`src/bmwb_defines.vh`:
```
// Constants for the base mode word decoder and burst engine.
// Assumes a single 10 MHz clock and includes through a bare name.
`ifndef BMWB_DEFINES_VH
`define BMWB_DEFINES_VH

////////////////////////////////////////////////////////////////////////////////
// Clock
`define BMWB_CLK_MHZ 10

////////////////////////////////////////////////////////////////////////////////
// Base mode word fields
`define BMWB_WORD_W 19
`define BMWB_WORD_RESET 19'h00000
`define BMWB_BL_LSB 0
`define BMWB_BL_MSB 1
`define BMWB_CL_LOW_BIT 2
`define BMWB_BT_BIT 3
`define BMWB_CL_LSB 4
`define BMWB_CL_MSB 6
`define BMWB_DLLRST_BIT 8
`define BMWB_WR_LSB 9
`define BMWB_WR_MSB 11
`define BMWB_PPD_BIT 12

// Length field codes
`define BMWB_BL_FIXED8 2'h0
`define BMWB_BL_PERCMD 2'h1
`define BMWB_BL_CHOP4 2'h2

////////////////////////////////////////////////////////////////////////////////
// Counts and timing
`define BMWB_LOCK_CYCLES 10'h200
`define BMWB_CL_MIN 4'h5
`define BMWB_WR_MIN 4'h5
`define BMWB_PIPE_DEPTH 12
`define BMWB_FAST_EXIT_NS 30
`define BMWB_SLOW_EXIT_NS 300
// Least times round up to whole cycles
`define BMWB_FAST_EXIT_CYC ((`BMWB_FAST_EXIT_NS * `BMWB_CLK_MHZ + 999) / 1000)
`define BMWB_SLOW_EXIT_CYC ((`BMWB_SLOW_EXIT_NS * `BMWB_CLK_MHZ + 999) / 1000)

`endif

```
`src/bmwb_beat_order.v`:
```
// Column order of one beat within a burst.
// Pure logic; the caller registers the result.
`timescale 1ns/1ps

module bmwb_beat_order (
  input wire [2:0] i_start_col,
  input wire [2:0] i_beat,
  input wire i_interleave,
  input wire i_chop,
  input wire i_write,
  output reg [2:0] o_col
);
  reg [1:0] low_sum;

  always @* begin
    low_sum = i_start_col[1:0] + i_beat[1:0];
    if (i_write) begin
      // Writes ignore the low start bits
      if (i_chop) begin
        o_col = {i_start_col[2], i_beat[1:0]};
      end else begin
        o_col = i_beat;
      end
    end else if (i_interleave) begin
      o_col = i_start_col ^ i_beat;
    end else begin
      // Wrap inside the nibble, then move to the other one
      o_col = {i_start_col[2] ^ i_beat[2], low_sum};
    end
  end
endmodule

```
`src/bmwb_mode_burst.v`:
```
// Base mode word store, decode and burst beat engine.
// Assumes commands arrive synchronous to i_mclk from the controller's logic.
`timescale 1ns/1ps
`include "bmwb_defines.vh"

module bmwb_mode_burst (
  input wire i_mclk,
  input wire i_reset_n,
  input wire i_mode_set_command,
  input wire [18:0] i_mode_word,
  input wire i_rd_cmd,
  input wire i_wr_cmd,
  input wire [2:0] i_col_addr,
  input wire i_column_addr_bit_twelve,
  input wire i_idle_bank_sleep,
  output reg [18:0] o_base_mode_word,
  output reg [2:0] o_beat_col,
  output reg o_rd_beat_valid,
  output reg o_dq_oe,
  output reg o_wr_beat_valid,
  output reg o_burst_eight,
  output reg o_dll_reset,
  output reg o_loop_locked,
  output reg [3:0] o_read_column_latency,
  output reg [3:0] o_write_recovery,
  output reg o_dll_stopped,
  output reg o_sleep_exit_busy
);

  //////////////////////////////////////////////////////////////////////////////
  // Mode word store and decode
  reg [18:0] mode_r;
  reg [3:0] cl_nxt;
  reg [3:0] wr_nxt;
  reg chop_nxt;
  wire [1:0] bl_code;
  wire [2:0] cl_code;
  wire [2:0] wr_code;

  assign bl_code = mode_r[`BMWB_BL_MSB:`BMWB_BL_LSB];
  assign cl_code = mode_r[`BMWB_CL_MSB:`BMWB_CL_LSB];
  assign wr_code = mode_r[`BMWB_WR_MSB:`BMWB_WR_LSB];

  // Reserved bits are stored as written; clearing them is the controller's job
  // A new word with bit 8 set wins over the self-clear in the same cycle
  always @(posedge i_mclk or negedge i_reset_n) begin
    if (!i_reset_n) begin
      mode_r <= `BMWB_WORD_RESET;
    end else if (i_mode_set_command) begin
      mode_r <= i_mode_word;
    end else if (mode_r[`BMWB_DLLRST_BIT]) begin
      mode_r[`BMWB_DLLRST_BIT] <= 1'b0;
    end
  end

  // Latency: bit 2 extends the code past 11; unused codes fall back to 5
  // Falling back keeps the pipe tap inside its twelve stages
  always @* begin
    cl_nxt = `BMWB_CL_MIN;
    if (!mode_r[`BMWB_CL_LOW_BIT]) begin
      if (cl_code != 3'h0) begin
        cl_nxt = 4'h4 + {1'b0, cl_code};
      end
    end else begin
      if (cl_code == 3'h0) begin
        cl_nxt = 4'hC;
      end else if (cl_code == 3'h1) begin
        cl_nxt = 4'hD;
      end
    end
  end

  // Write recovery codes 1..7 give 5,6,7,8,10,12,14
  // Code 0 is unused and reads as the shortest recovery
  always @* begin
    case (wr_code)
      3'h1: wr_nxt = 4'h5;
      3'h2: wr_nxt = 4'h6;
      3'h3: wr_nxt = 4'h7;
      3'h4: wr_nxt = 4'h8;
      3'h5: wr_nxt = 4'hA;
      3'h6: wr_nxt = 4'hC;
      3'h7: wr_nxt = 4'hE;
      default: wr_nxt = `BMWB_WR_MIN;
    endcase
  end

  // One length decision serves reads and writes; code 11 acts as eight
  always @* begin
    case (bl_code)
      `BMWB_BL_CHOP4: chop_nxt = 1'b1;
      `BMWB_BL_PERCMD: chop_nxt = ~i_column_addr_bit_twelve;
      default: chop_nxt = 1'b0;
    endcase
  end

  //////////////////////////////////////////////////////////////////////////////
  // Read latency pipe: each stage holds {valid, chop, start column}
  // Length is fixed at the command edge, so a later word cannot alter it
  reg [4:0] pipe_r [0:`BMWB_PIPE_DEPTH-1];
  wire [4:0] tap;
  wire [3:0] tap_idx;
  integer i;

  // Engine loads one edge after the tap and outputs register one more
  assign tap_idx = o_read_column_latency - 4'h2;
  assign tap = pipe_r[tap_idx];

  always @(posedge i_mclk or negedge i_reset_n) begin
    if (!i_reset_n) begin
      for (i = 0; i < `BMWB_PIPE_DEPTH; i = i + 1) begin
        pipe_r[i] <= 5'h00;
      end
    end else begin
      pipe_r[0] <= {i_rd_cmd, chop_nxt, i_col_addr};
      for (i = 1; i < `BMWB_PIPE_DEPTH; i = i + 1) begin
        pipe_r[i] <= pipe_r[i-1];
      end
    end
  end

  //////////////////////////////////////////////////////////////////////////////
  // Beat engine, one beat per clock, always eight slots long
  // Chop bursts still run all eight slots, so both lengths end alike
  reg act_r;
  reg [2:0] beat_r;
  reg [2:0] start_r;
  reg chop_r;
  reg write_r;
  reg il_r;
  wire [2:0] col;
  wire beat_used;
  wire rd_slot;

  bmwb_beat_order u_order (
    .i_start_col(start_r),
    .i_beat(beat_r),
    .i_interleave(il_r),
    .i_chop(chop_r),
    .i_write(write_r),
    .o_col(col)
  );

  assign beat_used = ~chop_r | ~beat_r[2];
  assign rd_slot = act_r & ~write_r & beat_used;

  // A read reaching its latency wins over a write in the same cycle
  always @(posedge i_mclk or negedge i_reset_n) begin
    if (!i_reset_n) begin
      act_r <= 1'b0;
      beat_r <= 3'h0;
      start_r <= 3'h0;
      chop_r <= 1'b0;
      write_r <= 1'b0;
      il_r <= 1'b0;
    end else if (tap[4]) begin
      act_r <= 1'b1;
      beat_r <= 3'h0;
      start_r <= tap[2:0];
      chop_r <= tap[3];
      write_r <= 1'b0;
      il_r <= mode_r[`BMWB_BT_BIT];
    end else if (i_wr_cmd) begin
      act_r <= 1'b1;
      beat_r <= 3'h0;
      start_r <= i_col_addr;
      chop_r <= chop_nxt;
      write_r <= 1'b1;
      il_r <= mode_r[`BMWB_BT_BIT];
    end else if (act_r) begin
      beat_r <= beat_r + 3'h1;
      if (beat_r == 3'h7) begin
        act_r <= 1'b0;
      end
    end
  end

  //////////////////////////////////////////////////////////////////////////////
  // Beat outputs, one register stage after the engine
  always @(posedge i_mclk or negedge i_reset_n) begin
    if (!i_reset_n) begin
      o_beat_col <= 3'h0;
      o_rd_beat_valid <= 1'b0;
      o_dq_oe <= 1'b0;
      o_wr_beat_valid <= 1'b0;
      o_burst_eight <= 1'b0;
    end else begin
      o_beat_col <= col;
      o_rd_beat_valid <= rd_slot;
      // Drivers go quiet in the unused chop slots
      o_dq_oe <= rd_slot;
      o_wr_beat_valid <= act_r & write_r & beat_used;
      o_burst_eight <= act_r & ~chop_r;
    end
  end

  //////////////////////////////////////////////////////////////////////////////
  // Loop reset and lock timing
  // Lock is reported, not enforced; holding reads off is the controller's part
  reg [9:0] lock_cnt_r;

  always @(posedge i_mclk or negedge i_reset_n) begin
    if (!i_reset_n) begin
      o_dll_reset <= 1'b0;
      lock_cnt_r <= 10'h000;
      o_loop_locked <= 1'b0;
    end else begin
      o_dll_reset <= mode_r[`BMWB_DLLRST_BIT];
      if (mode_r[`BMWB_DLLRST_BIT]) begin
        lock_cnt_r <= `BMWB_LOCK_CYCLES;
        o_loop_locked <= 1'b0;
      end else if (lock_cnt_r != 10'h000) begin
        lock_cnt_r <= lock_cnt_r - 10'h001;
        o_loop_locked <= (lock_cnt_r == 10'h001);
      end
    end
  end

  //////////////////////////////////////////////////////////////////////////////
  // Idle bank sleep: loop stop and exit timing
  reg sleep_d_r;
  reg [4:0] exit_cnt_r;
  reg [4:0] exit_len_nxt;
  wire sleep_exit;
  wire [31:0] fast_exit_full;
  wire [31:0] slow_exit_full;

  assign sleep_exit = sleep_d_r & ~i_idle_bank_sleep;
  // Exit counts are a few cycles, so five bits hold them
  assign fast_exit_full = `BMWB_FAST_EXIT_CYC;
  assign slow_exit_full = `BMWB_SLOW_EXIT_CYC;

  // Bit 12 picks the exit length here when sleep ends; it never matters while awake
  always @* begin
    exit_len_nxt = slow_exit_full[4:0];
    if (mode_r[`BMWB_PPD_BIT]) begin
      exit_len_nxt = fast_exit_full[4:0];
    end
  end

  always @(posedge i_mclk or negedge i_reset_n) begin
    if (!i_reset_n) begin
      sleep_d_r <= 1'b0;
      exit_cnt_r <= 5'h00;
      o_dll_stopped <= 1'b0;
      o_sleep_exit_busy <= 1'b0;
    end else begin
      sleep_d_r <= i_idle_bank_sleep;
      // Bit only consulted while asleep
      o_dll_stopped <= i_idle_bank_sleep & ~mode_r[`BMWB_PPD_BIT];
      if (sleep_exit) begin
        exit_cnt_r <= exit_len_nxt;
        o_sleep_exit_busy <= 1'b1;
      end else if (exit_cnt_r != 5'h00) begin
        exit_cnt_r <= exit_cnt_r - 5'h01;
        o_sleep_exit_busy <= (exit_cnt_r != 5'h01);
      end else begin
        o_sleep_exit_busy <= 1'b0;
      end
    end
  end

  //////////////////////////////////////////////////////////////////////////////
  // Registered copies of the word and its decoded timings
  always @(posedge i_mclk or negedge i_reset_n) begin
    if (!i_reset_n) begin
      o_base_mode_word <= `BMWB_WORD_RESET;
      o_read_column_latency <= `BMWB_CL_MIN;
      o_write_recovery <= `BMWB_WR_MIN;
    end else begin
      o_base_mode_word <= mode_r;
      o_read_column_latency <= cl_nxt;
      o_write_recovery <= wr_nxt;
    end
  end

endmodule

```
`config.mk`:
```
export PLATFORM = sky130hd
export DESIGN_NAME = bmwb_mode_burst
export DESIGN_NICKNAME = d
export VERILOG_FILES = /design/src/bmwb_beat_order.v /design/src/bmwb_mode_burst.v
export VERILOG_INCLUDE_DIRS = /design/src
export SDC_FILE = /design/constraint.sdc
export NUM_CORES = 1
export LEC_CHECK = 0
export ABC_AREA = 1
export BUFFER_PORTS_ARGS = -buffer_cell sky130_fd_sc_hd__clkbuf_2
export CORE_AREA = 2 2 136 85
export DETAILED_ROUTE_END_ITERATION = 8
export DIE_AREA = 0 0 138 87
export GPL_ROUTABILITY_DRIVEN = 0
export GPL_TIMING_DRIVEN = 0
export HOLD_SLACK_MARGIN = 0.15
export PLACE_DENSITY = 0.73
export SKIP_LAST_GASP = 1
export SYNTH_ARGS = -nofsm -noshare
export SYNTH_HDL_FRONTEND = slang
export SYNTH_SLANG_ARGS = --single-unit
export TNS_END_PERCENT = 30
```
`constraint.sdc`:
```
create_clock -name i_mclk -period 1.8 [get_ports i_mclk]
set_input_delay 0.36 -clock i_mclk [delete_from_list [all_inputs] [get_ports i_mclk]]
set_output_delay 0.36 -clock i_mclk [all_outputs]
set_load 0.03 [all_outputs]
```
Word level (Yosys, flattened, before mapping)
Cells that the tools add are included.
{ "totals": {"elab_cells": 115, "output_inout_bits": 38, "input_bits": 29, "regBits": 142} }
{ "classes": {"muxes": 37, "add_sub_neg": 6, "reduce_logical": 8, "n_bitwise": 17, "n_eq_ne": 12, "magnitude_cmp": 1} }
{ "op_table": {"columns": ["operator", "n"], "rows": [
  ["$mux W3", 8],
  ["$pmux W4 S6", 1],
  ["$bmux W5 S4", 1],
  ["$mux W10", 2],
  ["$mux W5", 4],
  ["$mux W4", 4],
  ["$eq A3 B3 Y1 const B", 5],
  ["$mux W1", 15],
  ["$eq A10 B1 Y1 const B", 1],
  ["$reduce_bool A10 Y1", 1],
  ["$sub A10 B1 Y10 const B", 1],
  ["$and A1 B1 Y1", 7],
  ["$eq A3 B2 Y1 const B", 2],
  ["$not A1 Y1", 6],
  ["$reduce_bool A2 Y1", 3],
  ["$reduce_bool A3 Y1", 2],
  ["$ge A5 B5 Y1 const B", 1],
  ["$ne A5 B1 Y1 const B", 1],
  ["$not A4 Y5", 1],
  ["$reduce_bool A5 Y1", 1],
  ["$sub A5 B1 Y5 const B", 1],
  ["$add A3 B3 Y4 const A", 1],
  ["$sub A4 B2 Y4 const B", 1],
  ["$add A3 B1 Y3 const B", 1],
  ["10 further kinds", 10]
]} }

Logic depth before layout (Yosys ltp)
{ "logic_depth": {"ltp_word": 6, "ltp_mapped": 12, "mapped_depth_nobuf": 11} }

Hierarchy
A second synthesis with hierarchy kept.
{ "hier_totals": {"cells_unflattened": 499, "area_unflattened_um2": 5357.6} }
{ "modules_own_cells": {"columns": ["mod", "area_per_inst_um2", "cells_each", "n_inst"], "rows": [
  ["bmwb_mode_burst", 5262.5, 480, 1],
  ["bmwb_beat_order", 95.1, 19, 1]
]} }

Worst setup path before layout
No wires, ideal clock.
{ "synth_timing": {"path_type": "reg-to-reg", "start": "register o_read_column_latency[1]", "end": "register start_r[0]", "path_stages_with_launch": 12, "synth_period_minus_slack_ns": 2.029, "t_arrival_ns": 1.913, "setup_slack_ns": -0.229, "path_buffers": 1, "required_time_ns": 1.684, "setup_time_ns": 0.116, "path_cell_list": "dfrtp_1 inv_1 buf_2 ha_1 inv_1 nand3_2 nand3_4 nand2_4 nor2_8 inv_6 nand2_1 nand2_1"} }
{ "synth_between": {"elab_chain_len": 6} }
{ "synth_lines": {"columns": ["element", "line", "source"], "rows": [
  ["start: declaration", "bmwb_mode_burst.v:24", "output reg [3:0] o_read_column_latency,"],
  ["start signal: assignment", "bmwb_mode_burst.v:268", "o_read_column_latency <= `BMWB_CL_MIN;"],
  ["start signal: assignment", "bmwb_mode_burst.v:272", "o_read_column_latency <= cl_nxt;"],
  ["$sub A4 B2 Y4 (*)", "bmwb_mode_burst.v:106", "assign tap_idx = o_read_column_latency - 4'h2;"],
  ["$not A4 Y5 (implied by the code) (*)", "bmwb_mode_burst.v:107", "assign tap = pipe_r[tap_idx];"],
  ["$bmux W5 S4 (*)", "bmwb_mode_burst.v:107", null],
  ["$mux W5 (implied by the code) (*) (2 in series)", "bmwb_mode_burst.v:107", null],
  ["$mux W3 or $reduce_bool A2 Y1 (tied branches)", null, null],
  ["end signal: assignment", "bmwb_mode_burst.v:159", "start_r <= tap[2:0];"],
  ["end signal: assignment", "bmwb_mode_burst.v:166", "start_r <= i_col_addr;"],
  ["end: declaration", "bmwb_mode_burst.v:127", "reg [2:0] start_r;"]
]} }
Every way passes the cells marked *; elsewhere a longest branch is shown, timed or not. The select of a mux whose other input is x is not followed.
A chain may end at the register's enable or synchronous reset.

Worst setup path after layout
{ "layout_timing": {"start": "register o_read_column_latency[2]", "end": "register start_r[0]"} }
The elaborated chain is that of the path after synthesis.

==> flow_summary.yaml <==
setup_path:
  cp_max_fo: 8
  required_ns: 2.10
  rrSetupSlack_ns: 0.03
  rr_worst_depth: 10
  cp_num_buf_inv: 2
  crit_type: "reg2reg"
  worstPathCellList: "inv_2, ha_4, xnor2_4, nor2_4, nand2_4, nand2_8, nor2_8, inv_6, nand2_1, nand2_1"
  r2r_end: "start_r[0]"
  endpoint_kind: "register"
  critPathMostFrequentCell: "nand2_1"
  arrival_ns: 2.07
  path_delay_family: "simple AND/OR/NAND/NOR gates"
  rr_startpoint: "o_read_column_latency[2]"
  start_kind: "register"
  crit_slowest_cell: "dfstp_2"
  max_stage_delay_ns: 0.56
status:
  outcome: "finished clean"
grt:
  grt_start_max_net_pins: 85
  grt_util_all_layers_pct: 19.61
  grt_pass1_vias: 3693
  grt_remaining_overflow: 0
  grt_pass1_wl_um: 18280
  grt_antenna_before_repair: 0
cells_and_area:
  layout_common_cells: "dfrtp_1 (136), nand2_1 (93), clkbuf_2 (64)"
  finish.instance_area_um2: 6748
  nFillCells: 855
  drive_above_1_share_pct: 25.37
  final_common_cell: "dfrtp_1"
  fin_util_pct: 61.99
  nets: 637
  area_growth_pct: 26.12
  multi_input_area_um2: 1553
  n_antenna_cell: 0
  regArea_um2: 3535
timing:
  slew_violations: 0
  max_slew_margin_pct: 59.42
  setup_ws_ns: 0.03078
  min_period_over_period_pct: 98.29
  finalSetupViolations: 0
  finalCriticalPeriod_ns: 1.769
  fin_skew_ns: 0.007382
  rsz0062_at_grt: "true"
  fmaxAchievable_mhz: 565.2
  tightestPinTransition_ns: 0.6087
  hold_viol_final: 0
synth:
  synth.largest_area_cell: "dfrtp_1"
  synth.avg_cell_area_um2: 10.81
  synthTopCellsByArea: "dfrtp_1 (64%), nand2_1 (6.5%), inv_1 (3.9%), o21ai_0 (3.7%), nor2_1 (3.3%)"
  synth_cell_types: 34
  yosysTopAreaCellShare_pct: 64.08
  ys_seq_elements: 141
  yosysWarnings: 0
  synth_nets: 534
  synth_area_um2: 5350
  synthCells: 495
  ys_seq_area_share_pct: 66.04
die:
  start_util_pct: 49.15
  dieHeight_um: 87
  core.rowCount: 30
  core_area_um2: 10890
  die_area_um2: 12010
  ios: 67
  fp.dieW_um: 138
drt:
  antenna_left: 0
  wl_um: 10830
  dr.pass1.iters: 4
  vias: 3694
  avgRoutedWirePerCell_um: 14.34
  route.detailed.drc: 0
  drtIter0Drc: 260
  vias_per_cell: 4.893
flow_run:
  max-cap-violations: 0
cts:
  cts_tree: "done"
  clk_latency_ns: 0.42
  clock-sinks: 141
  clockRootBuffer: "clkbuf_16"
  h-tree-depth: 4
  clk_pin_slew_ns: 0.06
  cts_buffers: 17
  clock_path_buffers: 2
placed_design:
  numPortBuffers: 65
  dp_slack_ns: -0.1148
  hpwl_um: 7103
  dpl_cell_area_um2: 5927
power:
  power_density_nw_per_um2: 1438
  finalPower_mw: 9.705
  ir_worst_vdd_mv: 0.8672
  power_leakage_nw: 3.393
min_path:
  hold_end: "mode_r[3]"
  hold_path_class: "in2reg"
  min_from: "i_mode_word[3]"
  min_path_cells: 3
[metal layers]
layer | share of wire (%) | track usage [%] | vias to the layer above | routed length [um]
li1 | - | - | 1791 | -
met1 | 49 | 28.23 | 1799 | 5358
met2 | 45 | 28.58 | 95 | 4822
met3 | 5.1 | 6.432 | 9 | 552
met4 | 0.88 | 6.122 | 0 | 95
met5 | 0 | 0 | - | 0
[tightest hold or removal path: stages]
cell      delay (ns)
clkbuf_2        0.07
nand2_1         0.04
o21ai_0         0.06
[synthesized netlist by cell type]
cell type	instances
dfrtp_1	137
nand2_1	93
inv_1	55
nor2_1	47
o21ai_0	40
nand3_1	31
a21oi_1	10
ha_1	10
mux2_2	9
xor2_1	6
buf_4	5
nor2_2	5
nor3_1	5
buf_2	4
clkbuf_1	4
dfstp_2	4
nand4_1	4
o211ai_1	3
a21oi_2	2
buf_6	2
nand2_4	2
nand3_2	2
o21ai_1	2
o22ai_1	2
xnor2_1	2
inv_2	1
inv_6	1
nand3_4	1
nor2_8	1
nor4_1	1
o21ai_2	1
o22ai_2	1
o31ai_1	1
xnor2_2	1
[report_power, final]
group	switching [mW]	leakage (nW)	internal [mW]	total [mW]
Clock	1.45	0.299	2.14	3.59
Combinational	1.37	1.40	0.793	2.16
Sequential	0.314	1.69	3.64	3.96
[what timing repair did]
| action | in CTS | in global routing |
|---|---|---|
| endpoints found under the setup margin | 9 | 15 |
| gates resized for setup | 4 | 10 |
| setup buffers | 3 | 5 |
| endpoints found under the hold margin | 63 | 0 |
| pin swaps | 2 | 6 |
| hold buffers | 10 | 0 |
[cells by family (layout without fill, tap and decap cells)]
kind of cell,count (synthesis),count (layout),share of synthesized area (%)
XOR/XNOR,9,9,1.614
AND/OR/NAND/NOR,192,192,15.86
multiplexers,9,9,1.894
flip-flops,141,141,66.04
buffers and inverters,72,188,5.870
AO/OA/AOI/OAI,62,62,6.385
adder cells (fa/ha/maj),10,10,2.339
[how the worst max path moves through the flow]
stage | start | endpoint | slack [ns] | depth (start not counted)
final | o_read_column_latency[2] | start_r[0] | 0.03 | 10
after global routing | lock_cnt_r[0] | lock_cnt_r[5] | -0.04 | 9
after CTS | o_read_column_latency[2] | start_r[2] | 0.009 | 9
after detailed placement | o_read_column_latency[1] | start_r[0] | -0.11 | 11
after global placement | i_reset_n | o_read_column_latency[1] | -2.06 | 1
after floorplan | o_read_column_latency[1] | start_r[0] | 0.005 | 11
[metrics by stage]
| stage | TNS (ns) | instances | hold WS (ns) |
|---|---|---|---|
| 6_report | 0 | 755 | 0.1591 |
| 3_3_place_gp | -248.11 | 704 | 0.3498 |
| 2_1_floorplan | 0 | 495 | 0.06441 |
| 4_1_cts | 0 | 750 | 0.1544 |
| 3_5_place_dp | -0.5624 | 705 | 0.3519 |
| 5_1_grt | -0.1358 | 755 | 0.1635 |
[flip-flops by register name, indices dropped and copies added (netlist names), 3 cells and up]
signal / count
pipe_r: 60
mode_r: 19
o_base_mode_word: 19
lock_cnt_r: 10
exit_cnt_r: 5
o_read_column_latency: 4
o_write_recovery: 4
beat_r: 3
o_beat_col: 3
start_r: 3
[final cells by class]
class	instances	area share [%]
clock inverters	14	2.540
well taps	144	2.670
clock buffers	18	6.508
flip-flops and latches	141	52.38
multi-input cells	282	23.01
plain buffers	15	1.558
inverters	57	3.356
repair buffers	84	7.973
No activity file was read; power rests on OpenSTA's default activity.
